--- src/verilog/fair_regs_pkg.sv ---
// package: offsets, reset values and field layouts of the init/fairness bank
package fair_regs_pkg;
    localparam logic [7:0]  OFS_INIT_HIGH   = 8'hb4;        // init mask high
    localparam logic [7:0]  OFS_INIT_LOW    = 8'hb8;        // init mask low
    localparam logic [7:0]  OFS_FAIRNESS    = 8'hdc;        // fairness control
    localparam logic [31:0] RST_INIT_MASK   = 32'hffff_ffff; // all free
    localparam logic [31:0] RST_FAIRNESS    = 32'h0000_0000; // limit zero
    localparam int          PRI_REQ_LSB     = 0;            // limit field low bit
    localparam int          PRI_REQ_W       = 8;            // limit field width

    // register access request from host software
    typedef struct packed {
        logic        wr;                                    // write strobe
        logic        rd;                                    // read strobe
        logic [7:0]  addr;                                  // byte offset
        logic [31:0] wdata;                                 // write data
    } reg_req_t;
endpackage : fair_regs_pkg

--- src/verilog/pri_req_limiter.sv ---
// module: counts priority arbitration requests per fairness interval
`timescale 1ns/1ps
module pri_req_limiter #(
    parameter int W = 8                                     // counter width
) (
    input  wire logic         i_mclk,                       // clock
    input  wire logic         i_rst,                        // sync reset
    input  wire logic [W-1:0] i_limit,                      // programmed limit
    input  wire logic         i_interval_start,             // interval begins
    input  wire logic         i_pri_grant,                  // request made
    output logic              o_pri_allowed                 // may use priority
);
    logic [W-1:0] used;                                     // requests so far

    // count clears at interval start; a request in that cycle counts first
    always_ff @(posedge i_mclk)
    begin
        if (i_rst)
            used <= '0;
        else if (i_interval_start)
            used <= i_pri_grant ? W'(1) : '0;               // [RULE_08]
        else if (i_pri_grant && used < i_limit)
            used <= used + W'(1);                           // [RULE_05]
        // a limit lowered below the count freezes it, so it never wraps
    end

    // registered permission, recomputed every cycle
    always_ff @(posedge i_mclk)
    begin
        if (i_rst)
            o_pri_allowed <= 1'b0;
        else if (i_interval_start)
            o_pri_allowed <= (i_limit > W'(i_pri_grant));   // [RULE_08]
        else if (i_pri_grant && used < i_limit)
            o_pri_allowed <= (used + W'(1)) < i_limit;      // [RULE_05]
        else
            o_pri_allowed <= used < i_limit;                // [RULE_05]
    end
endmodule : pri_req_limiter

--- src/verilog/bus_mgmt_init_regs.sv ---
// module: initial channel masks and fairness control register bank
`timescale 1ns/1ps
// Function
// RULE_01: hard or soft reset sets masks ones
// RULE_02: serial-bus reset keeps both masks unchanged
// RULE_03: resets copy upper mask into CSR
// RULE_04: resets copy lower mask into CSR
// RULE_05: priority requests never exceed programmed limit
// RULE_06: fairness upper bits read as zero
// RULE_07: software programs limit for multiple requests
// RULE_08: count clears per interval, then fair only
module bus_mgmt_init_regs (
    input  wire logic                    i_mclk,            // 50 MHz clock
    input  wire logic                    i_rst,             // hardware reset
    input  wire logic                    i_soft_rst,        // software reset
    input  wire logic                    i_global_rst,      // global reset
    input  wire logic                    i_host_bus_rst,    // host-bus reset
    input  wire logic                    i_serial_bus_rst,  // serial-bus reset
    input  wire fair_regs_pkg::reg_req_t i_req,             // register access
    input  wire logic                    i_interval_start,  // interval begins
    input  wire logic                    i_pri_grant,       // priority granted
    output logic [31:0]                  o_rdata,           // read data
    output logic                         o_rvalid,          // read data valid
    output logic [31:0]                  o_chan_avail_hi,   // CSR hi
    output logic [31:0]                  o_chan_avail_lo,   // CSR lo
    output logic                         o_pri_allowed      // priority allowed
);
    logic [31:0] initial_channel_mask_upper;                // init mask high
    logic [31:0] initial_channel_mask_lower;                // init mask low
    logic [7:0]  pri_req_limit;                             // fairness limit
    logic        init_rst;                                  // hard or soft
    logic        csr_load;                                  // any bus-side reset

    // either reset source rebuilds the masks; bus resets only copy them,
    // so a bus reset storm cannot wipe what software programmed
    assign init_rst = i_rst || i_soft_rst;
    assign csr_load = i_global_rst || i_host_bus_rst || i_serial_bus_rst;

    // upper mask: only hard/soft reset reinitialises, bus reset does not
    always_ff @(posedge i_mclk)
    begin
        if (init_rst)
            initial_channel_mask_upper <=
                fair_regs_pkg::RST_INIT_MASK;               // [RULE_01]
        else if (i_req.wr && i_req.addr == fair_regs_pkg::OFS_INIT_HIGH)
            initial_channel_mask_upper <= i_req.wdata;      // [RULE_02]
    end

    // lower mask, same policy
    always_ff @(posedge i_mclk)
    begin
        if (init_rst)
            initial_channel_mask_lower <=
                fair_regs_pkg::RST_INIT_MASK;               // [RULE_01]
        else if (i_req.wr && i_req.addr == fair_regs_pkg::OFS_INIT_LOW)
            initial_channel_mask_lower <= i_req.wdata;      // [RULE_02]
    end

    // fairness limit: only low field is stored, upper write bits dropped
    always_ff @(posedge i_mclk)
    begin
        if (init_rst)
            pri_req_limit <= fair_regs_pkg::RST_FAIRNESS[7:0];
        else if (i_req.wr && i_req.addr == fair_regs_pkg::OFS_FAIRNESS)
            pri_req_limit <= i_req.wdata[fair_regs_pkg::PRI_REQ_LSB +:
                fair_regs_pkg::PRI_REQ_W];                  // [RULE_07]
    end

    // csr copies; hard reset also loads since masks come up all ones
    always_ff @(posedge i_mclk)
    begin
        if (i_rst)
        begin
            o_chan_avail_hi <= fair_regs_pkg::RST_INIT_MASK;
            o_chan_avail_lo <= fair_regs_pkg::RST_INIT_MASK;
        end
        // global, host-bus or serial-bus reset refreshes both copies
        else if (csr_load)
        begin
            o_chan_avail_hi <= initial_channel_mask_upper;  // [RULE_03]
            o_chan_avail_lo <= initial_channel_mask_lower;  // [RULE_04]
        end
    end

    // read port: one cycle latency, unmapped reads give zero
    always_ff @(posedge i_mclk)
    begin
        if (i_rst)
        begin
            o_rdata  <= '0;
            o_rvalid <= 1'b0;
        end
        else
        begin
            o_rvalid <= i_req.rd;
            // strobe decoded against the three mapped offsets
            if (!i_req.rd)
                o_rdata <= '0;
            else if (i_req.addr == fair_regs_pkg::OFS_INIT_HIGH)
                o_rdata <= initial_channel_mask_upper;
            else if (i_req.addr == fair_regs_pkg::OFS_INIT_LOW)
                o_rdata <= initial_channel_mask_lower;
            else if (i_req.addr == fair_regs_pkg::OFS_FAIRNESS)
                o_rdata <= {24'h00_0000, pri_req_limit};    // [RULE_06]
            else
                o_rdata <= '0;
        end
    end

    // limiter keeps its own counter; permission output is registered there
    pri_req_limiter #(
        .W                (fair_regs_pkg::PRI_REQ_W)
    ) u_limiter (
        .i_mclk           (i_mclk),
        .i_rst            (init_rst),
        .i_limit          (pri_req_limit),
        .i_interval_start (i_interval_start),
        .i_pri_grant      (i_pri_grant),
        .o_pri_allowed    (o_pri_allowed)
    );
endmodule : bus_mgmt_init_regs

--- config.mk ---
export PLATFORM = sky130hd
export DESIGN_NAME = bus_mgmt_init_regs
export DESIGN_NICKNAME = d
export VERILOG_FILES = /design/src/verilog/fair_regs_pkg.sv /design/src/verilog/pri_req_limiter.sv /design/src/verilog/bus_mgmt_init_regs.sv
export SDC_FILE = /design/constraint.sdc
export NUM_CORES = 1
export LEC_CHECK = 0
export BUFFER_PORTS_ARGS = -buffer_cell sky130_fd_sc_hd__buf_4
export CELL_PAD_IN_SITES_DETAIL_PLACEMENT = 0
export CELL_PAD_IN_SITES_GLOBAL_PLACEMENT = 1
export CORE_ASPECT_RATIO = 0.8
export CORE_MARGIN = 2
export CORE_UTILIZATION = 41
export CTS_CLUSTER_DIAMETER = 80
export CTS_CLUSTER_SIZE = 12
export DETAILED_ROUTE_END_ITERATION = 6
export GPL_ROUTABILITY_DRIVEN = 1
export HOLD_SLACK_MARGIN = 0.12
export PLACE_DENSITY = 0.77
export SYNTH_ARGS = -nofsm -noshare
export SYNTH_HDL_FRONTEND = slang
export SYNTH_SLANG_ARGS = --single-unit
--- constraint.sdc ---
create_clock -name i_mclk -period 2.9 [get_ports i_mclk]
set_clock_uncertainty 0.15 [all_clocks]
set_input_delay 0.29 -clock i_mclk [delete_from_list [all_inputs] [get_ports i_mclk]]
set_output_delay 0.29 -clock i_mclk [all_outputs]
set_load 0.02 [all_outputs]
==> results.cfg, run 1 <==
[synthesis]
synthCells = 766
ys_warn_count = 0
avgSynthCellArea_um2 = 9.03
yosys_most_used_dff = dfxtp_1
async_reset_ff_share_pct = 0
synth-seq-area-share_pct = 51.5
synth.net_count = 832
syn_area_um2 = 6920
synth-edff-count = 0
synth_seq_cells = 178
synth_cell_types = 43

[final_layout]
n_antenna_cell = 0
mostFrequentLayoutCells = dfxtp_1 (178), nand2_1 (161), buf_4 (155)
drive_above_1_share_pct = 22.0
layout_commonest_cell = dfxtp_1
syn2layout_area_growth_pct = 32.3
nets = 990
stdcell_count = 1157
fin_area_um2 = 9150
finish.utilization_pct = 55.3

[sta]
period_share_pct = 92.8
tightest_slew_ns = 0.709
setup-tns-final_ns = 0
fin_crit_ns = 2.69
rsz0062_at_grt = false
maxSlewViolCount = 0
setup_viol = 0
hold_viol_final = 0
max_slew_margin_pct = 52.6
fmax_mhz = 372

[detailed_routing]
num_vias = 6133
drt-total-wl_mm = 19.9
drt-initial-drc-count = 383
postRouteAntennaNets = 0
drc = 0
wire_per_inst_um = 17.2
first_pass_iters = 6
vias_per_cell = 5.30

[floorplanning]
die_h_um = 120
die-area_um2 = 17900
core-area_um2 = 16600
rows = 42
initial_utilization_pct = 41.8
io_pins = 148
die_x_um = 149

[placement]
hpwl_mm = 13.4
numPortBuffers = 147
dp.cells = 1087
gp_congestion = 0.873
placed_area_um2 = 8170

[power_and_ir_drop]
peakVddDrop_mv = 0.403
pwr_density_cell_nw_per_um2 = 563
power.total_mw = 5.15
p_leak_nw = 3.83

[worst_setup_path]
worst-setup-path-type = reg2reg
path_max_fanout = 7
crit_arrival_ns = 2.87
worstSetupEndpointType = register
critPathLaunchType = register
crit_required_ns = 3.08

[global_routing]
antenna_found_initial = 1
grt_pass1_vias = 5912
grt_max_degree = 129
grt_usage_pct = 22.4
grt_pass1_wl_mm = 31.4
overflow = 0

[clock_network]
cts_buffers = 17
cts_buffer_depth = 2
htree_levels = 4
path_clk_slew_ns = 0.07
clock_sinks = 178
clk_latency_ns = 0.43
cts_resized = 0
clockRootBuffer = clkbuf_16
tritoncts = built

[flow_run]
cap_violations = 0

[status]
status = complete, no violations

[min_path]
min_path_type = in2reg
worst max-delay path: stages (launching register included):
cell and delay (ns):
dfxtp_1 0.42, ha_1 0.27, and3_1 0.26, and3_1 0.23, xor2_1 0.08, ha_1 0.28, nand2_1 0.06, a2111oi_0 0.39
o21ai_0 0.17, a31o_2 0.26
path summary, 6_finish.rpt:
path | start | to | slack (ns) | depth (start not counted)
setup / recovery | u_limiter.used[0] | u_limiter.o_pri_allowed | 0.21 | 9
hold / removal | i_req[37] | o_rdata[5] | 0.18 | 4
hold reg to reg | o_chan_avail_lo[14] | o_chan_avail_lo[14] | 0.31 | 1
setup reg to reg | u_limiter.used[0] | u_limiter.o_pri_allowed | 0.21 | 9
Yosys cell counts, types with 2 or more instances:
| cell type | instances | area (um2) |
|---|---|---|
| nor2_1 | 32 | 120 |
| a21o_1 | 3 | 22.5 |
| nand4b_1 | 2 | 17.5 |
| a222oi_1 | 2 | 20.0 |
| and3_1 | 5 | 31.3 |
| xor2_1 | 6 | 52.6 |
| a21oi_1 | 21 | 105 |
| ha_1 | 16 | 200 |
| and2_1 | 4 | 25.0 |
| nand2b_1 | 2 | 12.5 |
| a31o_2 | 6 | 52.6 |
| o21ai_0 | 5 | 25.0 |
| nor2b_1 | 65 | 407 |
| dfxtp_1 | 178 | 3560 |
| nor4_1 | 2 | 12.5 |
| nand2_1 | 161 | 604 |
| a31oi_1 | 2 | 12.5 |
| a22oi_1 | 30 | 225 |
| nor3_1 | 8 | 40.0 |
| a211o_1 | 64 | 561 |
| clkbuf_1 | 34 | 128 |
| inv_1 | 10 | 37.5 |
| buf_4 | 7 | 52.6 |
| nand3_1 | 66 | 330 |
| nor3_2 | 2 | 20.0 |
| buf_2 | 16 | 80.1 |
flip-flops by register name, indices dropped and copies added, names as in the netlist:
register	flops
initial_channel_mask_upper	32
u_limiter.used	8
pri_req_limit	8
u_limiter.o_pri_allowed	1
o_chan_avail_lo	32
o_rvalid	1
o_rdata	32
o_chan_avail_hi	32
initial_channel_mask_lower	32
power by group:
group          leakage [nW]  switching [mW]  internal, mW
Combinational          2.10           0.179         0.152
Clock                 0.286            1.03          1.30
Sequential             1.44          0.0164          2.47
Total                  3.83            1.23          3.92
kinds of logic (layout without fill, tap and decap cells):
logic type	after synthesis	in the layout	share of synthesized area [%]
AND/OR/NAND/NOR	358	358	24.7
flip-flops	178	178	51.5
AO/OA/AOI/OAI	139	139	15.5
buffers and inverters	67	238	4.31
adder cells (fa/ha/maj)	16	16	2.89
XOR/XNOR	7	7	0.887
multiplexers	1	1	0.145
timing repair:
action	4_1_cts	5_1_grt
hold buffers	38	0
setup buffers	0	0
hold endpoints to repair	84	0
metal layers:
metal	up-vias	track usage (%)	wire, um
met5	-	0	8
met4	2	5.48	215
met3	25	6.46	1400
met2	199	34.6	9050
met1	2947	30.8	9270
li1	2960	-	-
stage by stage:
| stage | worst slack [ns] | hold slack (ns) |
|---|---|---|
| 2_1_floorplan | 0.506 | 0.264 |
| 3_3_place_gp | 0.363 | 0.296 |
| 3_5_place_dp | 0.256 | 0.303 |
| 4_1_cts | 0.234 | 0.163 |
| 5_1_grt | 0.0890 | 0.187 |
| 6_report | 0.208 | 0.182 |
final cells by class:
type | count | area (um2)
clock buffers | 17 | 425
clock inverters | 15 | 174
fillers | 1499 | 7400
inverters | 10 | 37.5
multi-input cells | 521 | 3070
flip-flops and latches | 178 | 3560
well taps | 220 | 275
repair buffers | 196 | 1600
No activity file was read; power rests on OpenSTA's default activity.
==> run 2: changes to the inputs <==
--- a/config.mk
+++ b/config.mk
@@ -15,8 +15,7 @@
 export CTS_CLUSTER_SIZE = 12
 export DETAILED_ROUTE_END_ITERATION = 6
 export GPL_ROUTABILITY_DRIVEN = 1
-export HOLD_SLACK_MARGIN = 0.12
-export PLACE_DENSITY = 0.77
+export PLACE_DENSITY_LB_ADDON = 0.1
 export SYNTH_ARGS = -nofsm -noshare
 export SYNTH_HDL_FRONTEND = slang
 export SYNTH_SLANG_ARGS = --single-unit
==> results.cfg, run 2 (synthesized netlist as in run 1, its figures left out) <==
[status]
status = complete, no violations

[detailed_routing]
num_vias = 6020
wl_met1_mm = 9.02
wire_per_inst_um = 16.3
drt-initial-drc-count = 353
wl_met2_mm = 8.33
postRouteAntennaNets = 0
first_pass_iters = 5
routed.top_layer = met4
drt-total-wl_mm = 18.8
drc = 0
dr_wl_met3_mm = 1.20
vias_per_cell = 5.22

[global_routing]
grt_pass1_vias = 5631
antenna_found_initial = 0
grt_pass1_wl_mm = 29.7
grt_max_degree = 77
overflow = 0
grt_usage_pct = 21.2

[clock_network]
cts_buffer_depth = 2
clockRootBuffer = clkbuf_16
clock_sinks = 178
tritoncts = built
path_clk_slew_ns = 0.07
htree_levels = 4
clk_latency_ns = 0.43
postCtsSetupBuffers = 0
cts_hold_buffers = 33
cts_resized = 0
cts_buffers = 17

[power_and_ir_drop]
p_int_mw = 3.98
p_leak_nw = 3.84
combPwrFrac_pct = 6.2
pwr_density_cell_nw_per_um2 = 562
p_sw_mw = 1.15
pwr-share-seq_pct = 48.4
peakVddDrop_mv = 0.450
p_sw_share_pct = 22.5
pwr-share-clk_pct = 45.4

[floorplanning]
io_pins = 148
initial_utilization_pct = 41.8
die_h_um = 120
die_x_um = 149
rows = 42
core-area_um2 = 16600
die-area_um2 = 17900

[final_layout]
fillCellCount = 1527
drive_above_1_share_pct = 22.4
nets = 988
n_antenna_cell = 0
syn2layout_area_growth_pct = 32.2
mostFrequentLayoutCells = dfxtp_1 (178), nand2_1 (161), buf_4 (157)
fin_area_um2 = 9140
layout_commonest_cell = dfxtp_1

[worst_setup_path]
cpMaxStageDelayCell = dfxtp_1
worst-path-buf-inv = 0
worst-setup-path-type = reg2reg
crit_arrival_ns = 2.81
crit_required_ns = 3.07
crit_chain = ha_1, and3_1, and3_1, xor2_1, ha_1, nand2_1, a2111oi_0, o21ai_0, a31o_2
slowest_delay_ns = 0.42
path_max_fanout = 7
cp_top_family = compound AO/OA/AOI/OAI gates
critPathLaunchType = register
worstSetupEndpointType = register

[sta]
period_share_pct = 91.0
setup_viol = 0
tightest_slew_ns = 0.769
setup-tns-final_ns = 0
maxSlewViolCount = 0
fmax_mhz = 379
max_slew_margin_pct = 48.7
hold_viol_final = 0
rsz0062_at_grt = false
fin_crit_ns = 2.64
holdWs_ns = 0.0305

[flow_run]
cap_violations = 0

[placement]
placed_area_um2 = 8210
numPortBuffers = 147
gp_congestion = 0.791
hpwl_mm = 12.7

[min_path]
min_path_type = in2reg
-- run 2: cell count changes in the layout (fill, tap and decap cells not counted), sizes merged --
cell and change:
inv -3, dlygate4sd3 -5, buf +3, clkbuf +4, clkinvlp -2
-- run 2: worst min-delay path, delay by kind of cell --
family | cells | cell delay, ns
and+or+nand+nor | 2 | 0.19
buffers and inverters | 1 | 0.10
-- run 2: through the flow --
stage	util [%]	cells	setup slack, ns	power [mW]
floorplan	-	766	0.506	2.68
global placement	49.6	1090	0.346	2.83
detailed placement	49.6	1090	0.279	2.83
CTS	55.2	1154	0.261	5.19
global route	55.2	1154	0.0639	5.33
finish	55.2	1154	0.262	5.14
-- run 2: final cells by class --
type	count	area (um2)	share of cell area, %
sequential	178	3560	39.0
multi-input combinational	521	3070	33.6
timing repair buffer	194	1590	17.4
clock buffer	21	480	5.26
tap	220	275	3.01
clock inverter	10	121	1.33
inverter	10	37.5	0.411
-- run 2: final timing paths --
| path | cells after the start | startpoint | endpoint | slack (ns) |
|---|---|---|---|---|
| worst min-delay path | 3 | i_soft_rst | initial_channel_mask_upper[22] | 0.03 |
| worst max register to register | 9 | u_limiter.used[0] | u_limiter.o_pri_allowed | 0.26 |
| worst max-delay path | 9 | u_limiter.used[0] | u_limiter.o_pri_allowed | 0.26 |
| worst min register to register | 1 | o_chan_avail_hi[25] | o_chan_avail_hi[25] | 0.31 |
-- run 2: power groups by stage --
stage | sequential, mW | combinational [mW] | clock, mW
after floorplan | 2.57 | 0.109 | 0
after global placement | 2.54 | 0.284 | 0
after detailed placement | 2.54 | 0.288 | 0
after CTS | 2.49 | 0.324 | 2.37
after global routing | 2.49 | 0.346 | 2.49
final | 2.49 | 0.320 | 2.33
-- run 2: metal layers --
metal	GRT usage (%)	vias up
li1	-	2954
met4	7.80	0
met5	0	-
met3	5.02	27
met2	31.8	168
met1	29.7	2871
